**src/hw/tce_pkg.sv**
```systemverilog
// package: register map, field positions and encodings of the event block
package tce_pkg;

  // register addresses on the serial register port
  localparam logic [7:0] ADDR_PARTNER_KIND = 8'h12;
  localparam logic [7:0] ADDR_EVENT_FLAGS  = 8'h13;

  // partner_kind field positions
  localparam int KIND_SINK   = 4;
  localparam int KIND_SOURCE = 3;
  localparam int KIND_DEBUG  = 1;
  localparam int KIND_AUDIO  = 0;

  // event_flags field positions
  localparam int FLAG_ACC_CH  = 3;
  localparam int FLAG_LEVEL   = 2;
  localparam int FLAG_DETACH  = 1;
  localparam int FLAG_ATTACH  = 0;
  localparam int FLAG_COUNT   = 4;

  // reset values
  localparam logic [7:0] KIND_RESET  = 8'h00;
  localparam logic [3:0] FLAGS_RESET = 4'h0;
  localparam logic [7:0] READ_UNMAPPED = 8'h00;

  // advertised current code on the configuration channel
  typedef enum logic [1:0] {
    TCE_CUR_NONE    = 2'h0, // ra or unattached sink
    TCE_CUR_DEFAULT = 2'h1, // default usb current
    TCE_CUR_1A5     = 2'h2, // 1.5 a
    TCE_CUR_3A      = 2'h3  // 3 a
  } tce_cur_code_t;

endpackage : tce_pkg

```
**src/hw/tce_flag_if.sv**
```systemverilog
// interface: set, clear and state of the sticky event flags
`timescale 1ns/1ps
interface tce_flag_if;
  logic [tce_pkg::FLAG_COUNT-1:0] set;
  logic [tce_pkg::FLAG_COUNT-1:0] clr;
  logic [tce_pkg::FLAG_COUNT-1:0] flags;

  modport owner (input set, input clr, output flags);
  modport user  (output set, output clr, input flags);
endinterface : tce_flag_if

```
**src/hw/tce_event_regs.sv**
```systemverilog
// module: partner-kind register and event flag register of the cc controller
//
// Operation
// - partner kind bit 4 shows sink
// - partner kind bit 3 shows source
// - partner kind bit 1 shows debug accessory
// - partner kind bit 0 shows audio accessory
// - flag bit 3 on accessory change
// - flag bit 2 on current code change
// - flag bit 1 on detach
// - flag bit 0 on attach, kind shown
// - event flags at 13h, bits 7:4 reserved
// - per-event masks block host signalling
// - global mask blocks all signalling
// - current code encodes ra, default, 1.5, 3 a
`timescale 1ns/1ps
module tce_event_regs (
  input  wire logic       clk_sys,
  input  wire logic       resetn,
  // results of the cc detection state machine, same clock
  input  wire logic       attached,
  input  wire logic       acc_present,
  input  wire logic       sink_found,
  input  wire logic       source_found,
  input  wire logic       debug_accessory_found,
  input  wire logic       audio_accessory_found,
  input  wire logic [1:0] advertised_current_code,
  // mask bits from the neighbouring mask and control registers
  input  wire logic       attach_mask,
  input  wire logic       detach_mask,
  input  wire logic       current_level_change_mask,
  input  wire logic       accessory_change_mask,
  input  wire logic       global_mask,
  // register port from the serial interface engine
  input  wire logic [7:0] reg_addr,
  input  wire logic       reg_wr,
  input  wire logic [7:0] reg_wdata,
  input  wire logic       reg_rd,
  output logic      [7:0] reg_rdata,
  output logic            reg_rvalid,
  // host alert line, low while an unmasked event is pending and global_mask is clear
  output logic            host_alert_n
);

  tce_flag_if fl ();

  logic [7:0] partner_kind;
  logic       prev_attached;
  logic       prev_acc_present;
  logic [1:0] prev_code;
  logic [7:0] next_partner_kind;
  logic [3:0] event_mask;
  logic [3:0] pending;
  logic       rise_attach;
  logic       fall_attach;
  logic       acc_resolved;
  logic       level_change;
  logic       wr_flags;
  tce_pkg::tce_cur_code_t cur_code;

  // decode the measured current advertisement
  assign cur_code = tce_pkg::tce_cur_code_t'(advertised_current_code);

  // previous values of the detection results, for edge detection
  always_ff @(posedge clk_sys or negedge resetn) begin
    if (!resetn) begin
      prev_attached    <= 1'b0;
      prev_acc_present <= 1'b0;
      prev_code        <= tce_pkg::TCE_CUR_NONE;
    end else begin
      prev_attached    <= attached;
      prev_acc_present <= acc_present;
      prev_code        <= cur_code;
    end
  end

  // event conditions taken from the detection results
  assign rise_attach  = attached && !prev_attached;
  assign fall_attach  = !attached && prev_attached;
  assign acc_resolved = prev_acc_present &&
                        (debug_accessory_found || audio_accessory_found);
  assign level_change = cur_code != prev_code;

  // partner kind follows the detection only while attached
  always_comb begin
    next_partner_kind = tce_pkg::KIND_RESET;
    if (attached) begin
      next_partner_kind[tce_pkg::KIND_SINK]   = sink_found;
      next_partner_kind[tce_pkg::KIND_SOURCE] = source_found;
      next_partner_kind[tce_pkg::KIND_DEBUG]  = debug_accessory_found;
      next_partner_kind[tce_pkg::KIND_AUDIO]  = audio_accessory_found;
    end
  end

  // partner kind register, read-only to software
  always_ff @(posedge clk_sys or negedge resetn) begin
    if (!resetn) begin
      partner_kind <= tce_pkg::KIND_RESET;
    end else begin
      partner_kind <= next_partner_kind;
    end
  end

  // event sets and software clears into the flag bank
  assign wr_flags = reg_wr && (reg_addr == tce_pkg::ADDR_EVENT_FLAGS);
  always_comb begin
    fl.set = '0;
    fl.set[tce_pkg::FLAG_ACC_CH]  = acc_resolved;
    fl.set[tce_pkg::FLAG_LEVEL]   = level_change;
    fl.set[tce_pkg::FLAG_DETACH]  = fall_attach;
    fl.set[tce_pkg::FLAG_ATTACH]  = rise_attach;
    fl.clr = wr_flags ? reg_wdata[tce_pkg::FLAG_COUNT-1:0] : '0;
  end

  tce_flag_bank u_flags (
    .clk_sys (clk_sys),
    .resetn  (resetn),
    .fl      (fl)
  );

  // per-event masks, ordered as the flag bits
  always_comb begin
    event_mask = '0;
    event_mask[tce_pkg::FLAG_ACC_CH] = accessory_change_mask;
    event_mask[tce_pkg::FLAG_LEVEL]  = current_level_change_mask;
    event_mask[tce_pkg::FLAG_DETACH] = detach_mask;
    event_mask[tce_pkg::FLAG_ATTACH] = attach_mask;
  end
  assign pending = fl.flags & ~event_mask;

  // alert line to the host processor
  always_ff @(posedge clk_sys or negedge resetn) begin
    if (!resetn) begin
      host_alert_n <= 1'b1;
    end else begin
      host_alert_n <= !((|pending) && !global_mask);
    end
  end

  // register read: data one cycle after the strobe
  always_ff @(posedge clk_sys or negedge resetn) begin
    if (!resetn) begin
      reg_rdata <= tce_pkg::READ_UNMAPPED;
    end else if (reg_rd) begin
      unique case (reg_addr)
        tce_pkg::ADDR_PARTNER_KIND: reg_rdata <= partner_kind;
        tce_pkg::ADDR_EVENT_FLAGS:  reg_rdata <= {4'h0, fl.flags};
        default:                    reg_rdata <= tce_pkg::READ_UNMAPPED;
      endcase
    end
  end

  // read answer strobe
  always_ff @(posedge clk_sys or negedge resetn) begin
    if (!resetn) begin
      reg_rvalid <= 1'b0;
    end else begin
      reg_rvalid <= reg_rd;
    end
  end
endmodule : tce_event_regs

```
**src/hw/tce_flag_bank.sv**
```systemverilog
// module: sticky event flags, write one to clear, set beats clear
`timescale 1ns/1ps
module tce_flag_bank (
  input wire logic    clk_sys,
  input wire logic    resetn,
  tce_flag_if.owner   fl
);

  // one sticky flag per event
  genvar i;
  generate
    for (i = 0; i < tce_pkg::FLAG_COUNT; i++) begin : g_flag
      always_ff @(posedge clk_sys or negedge resetn) begin
        if (!resetn) begin
          fl.flags[i] <= tce_pkg::FLAGS_RESET[i];
        end else if (fl.set[i]) begin
          fl.flags[i] <= 1'b1;
        end else if (fl.clr[i]) begin
          fl.flags[i] <= 1'b0;
        end
      end

    end
  endgenerate
endmodule : tce_flag_bank

```
**config.mk**
```make
export PLATFORM = sky130hd
export DESIGN_NAME = tce_event_regs
export DESIGN_NICKNAME = d
export VERILOG_FILES = /design/src/hw/tce_pkg.sv /design/src/hw/tce_flag_if.sv /design/src/hw/tce_event_regs.sv /design/src/hw/tce_flag_bank.sv
export SDC_FILE = /design/constraint.sdc
export NUM_CORES = 1
export LEC_CHECK = 0
export ABC_AREA = 1
export BUFFER_PORTS_ARGS = -buffer_cell sky130_fd_sc_hd__buf_2
export CELL_PAD_IN_SITES_DETAIL_PLACEMENT = 1
export CELL_PAD_IN_SITES_GLOBAL_PLACEMENT = 2
export CORE_MARGIN = 1
export CORE_UTILIZATION = 26
export DETAILED_ROUTE_END_ITERATION = 8
export HOLD_SLACK_MARGIN = 0.15
export PLACE_DENSITY_LB_ADDON = 0.1
export SYNTH_ARGS = -nofsm -noshare
export SYNTH_HDL_FRONTEND = slang
export SYNTH_HIERARCHICAL = 1
export SYNTH_SLANG_ARGS = --single-unit
```
**constraint.sdc**
```tcl
create_clock -name clk_sys -period 2.4 [get_ports clk_sys]
set_clock_uncertainty 0.05 [all_clocks]
set_input_delay 0.12 -clock clk_sys [delete_from_list [all_inputs] [get_ports clk_sys]]
set_output_delay 0.12 -clock clk_sys [all_outputs]
set_load 0.01 [all_outputs]
```
==> impl_metrics.tcl <==
set metrics [dict create \
    initial_core_util_pct 27.1 \
    layout_commonest_cell "buf_2" \
    cp.arrival_ps 1550 \
    utilization_pct 39.9 \
    first_global_vias 883 \
    layout.nets 200 \
    die_h_um 61.0 \
    layout-drive-gt1-share_pct 28.9 \
    fp-row-count 21 \
    yosysWarnings 6 \
    numCtsBuffers 3 \
    synth_edf_count 0 \
    viasPerCell 3.92 \
    cp_max_fo 3 \
    maxSlewViolCount 0 \
    power_density_nw_per_um2 442 \
    wire_per_inst_um 9.73 \
    synth.cell_area_um2 905 \
    avgSynthCellArea_um2 8.22 \
    critPathBufInv 2 \
    critPathTopFamily "buffers and inverters" \
    ir_drop_mv 0.202 \
    dieArea_um2 3720 \
    syn_inst 110 \
    ctsResizeCount 0 \
    leakagePower_nw 0.784 \
    synthArstFlopShare_pct 100 \
    path_class "reg2reg" \
    grt.overflow.total 0 \
    total_power_uw 587 \
    status "complete, no violations" \
    max_freq_mhz 726 \
    finalSetupTns_ps 0 \
    whs_ps 170 \
    fin_crit_ps 1380 \
    track_usage_pct 13.4 \
    synth_flop_cell "dfrtp_1" \
    hold_viol 0 \
    clkSinkCount 19 \
    slowest_stage "dlygate4sd3_1" \
    antenna_found_initial 0 \
    area_delta_synth_final_pct 47.0 \
    place.gp.congestion 0.661 \
    crit_chain "inv_1 -> o22ai_1 -> o21bai_1 -> dlygate4sd3_1" \
    ctsLongestPathBuffers 2 \
    ios 43 \
    layout_common_cells "buf_2, nand2_1, inv_1, dlygate4sd3_1, dfrtp_1" \
    ant_nets 0 \
    yosys.cell_types.count 19 \
    cts_tree "done" \
    yosys_register_bits 19 \
    root_buffer "clkbuf_4" \
    rsz0062_at_grt "false" \
    fin_crit_sh_pct 57.4 \
    die_w_um 61.0 \
    hp-class "in2reg" \
    first_pass_iters 2 \
    max_stage_delay_ps 560 \
    drc 0 \
    port_buffers 35 \
    htree_levels 1 \
    clk_latency_ps 300 \
    worstPathRequired_ps 2580 \
    critPathLaunchType "flip-flop" \
    drt_wl_total_mm 2.06 \
    vias 832 \
    ys_seq_area_share_pct 52.7 \
    dp_hpwl_mm 1.51 \
    grt_max_degree 20 \
    setup_viol 0 \
    cap_violations 0 \
    drtIter0Drc 26 \
    diodes 0 \
    core_um2 3340 \
    endpoint_kind "flip-flop" \
    clk_pin_slew_ps 120 \
    grt_pass1_wl_mm 3.55 \
    n_fill_cell 433 \
]
==> metal layers <==
layer | track usage (%) | wire [um]
met4 | 6.17 | 12
met2 | 24.5 | 1040
met3 | 2.77 | 96
met1 | 15.0 | 917
met5 | 0 | 0
==> logic make-up (layout without fill, tap and decap cells) <==
| group | after synthesis | after routing | synth area share [%] |
|---|---|---|---|
| other cells | 1 | 3 | 0.415 |
| buf+inv | 32 | 86 | 14.5 |
| simple gates | 50 | 50 | 26.3 |
| xor+xnor | 2 | 2 | 1.94 |
| flops | 19 | 19 | 52.7 |
| compound gates | 6 | 6 | 4.15 |
==> where the power goes <==
group          switching, mW  internal, mW  leakage [nW]
registers            0.00294         0.330         0.225
clock network          0.102        0.0621        0.0177
logic                 0.0420        0.0483         0.541
==> metrics by stage <==
step	cells	worst slack (ps)	area, um^2
final	212	1020	1330
after global routing	212	938	1330
after CTS	212	1030	1330
after detailed placement	190	1290	1120
after global placement	190	1330	1120
after floorplan	112	1560	912
==> synth_stat cells (2+ instances only) <==
cell type	number	area, um^2
buf_4	3	22.5
dfrtp_1	18	450
inv_1	28	105
nand2_1	29	109
nand2_2	3	18.8
nand3_1	8	40.0
nor2_1	6	22.5
o21ai_1	2	10.0
o22ai_1	2	12.5
xnor2_1	2	17.5
==> timing repair <==
item,CTS,global route
buffers inserted,0,0
hold endpoints to repair,36,0
hold buffers,18,0
==> final cells by class <==
class | count | area (um^2) | area share (%)
Inverter | 29 | 109 | 8.18
Timing Repair Buffer | 53 | 355 | 26.7
Tap cell | 46 | 57.6 | 4.33
Multi-Input combinational cell | 61 | 304 | 22.9
Clock inverter | 1 | 5.00 | 0.376
Sequential cell | 19 | 477 | 35.8
Clock buffer | 3 | 22.5 | 1.69
==> tightest hold or removal path: cells and delay by family <==
| family | cells | cell delay (ps) |
|---|---|---|
| AND/OR/NAND/NOR | 4 | 240 |
| buffers and inverters | 2 | 140 |
==> path summary, 6_finish.rpt <==
| check | start | end | slack [ps] | cells after the start |
|---|---|---|---|---|
| worst min register to register | reg_rdata[0] | reg_rdata[0] | 440 | 2 |
| worst max-delay path | u_flags/fl.flags[2] | host_alert_n | 1020 | 4 |
| worst min-delay path | reg_wr | u_flags/fl.flags[2] | 170 | 6 |
| min in group asynchronous | resetn | reg_rvalid | 230 | 2 |
| max in group asynchronous | resetn | host_alert_n | 1720 | 2 |
| worst max register to register | u_flags/fl.flags[2] | host_alert_n | 1020 | 4 |
==> sequential cells by signal (all words and copies together), names as in the netlist <==
signal,cells
reg_rvalid,1
u_flags/fl.flags,4
host_alert_n,1
prev_acc_present,1
reg_rdata,5
partner_kind,4
prev_code,2
prev_attached,1
No activity file was read; power rests on OpenSTA's default activity.
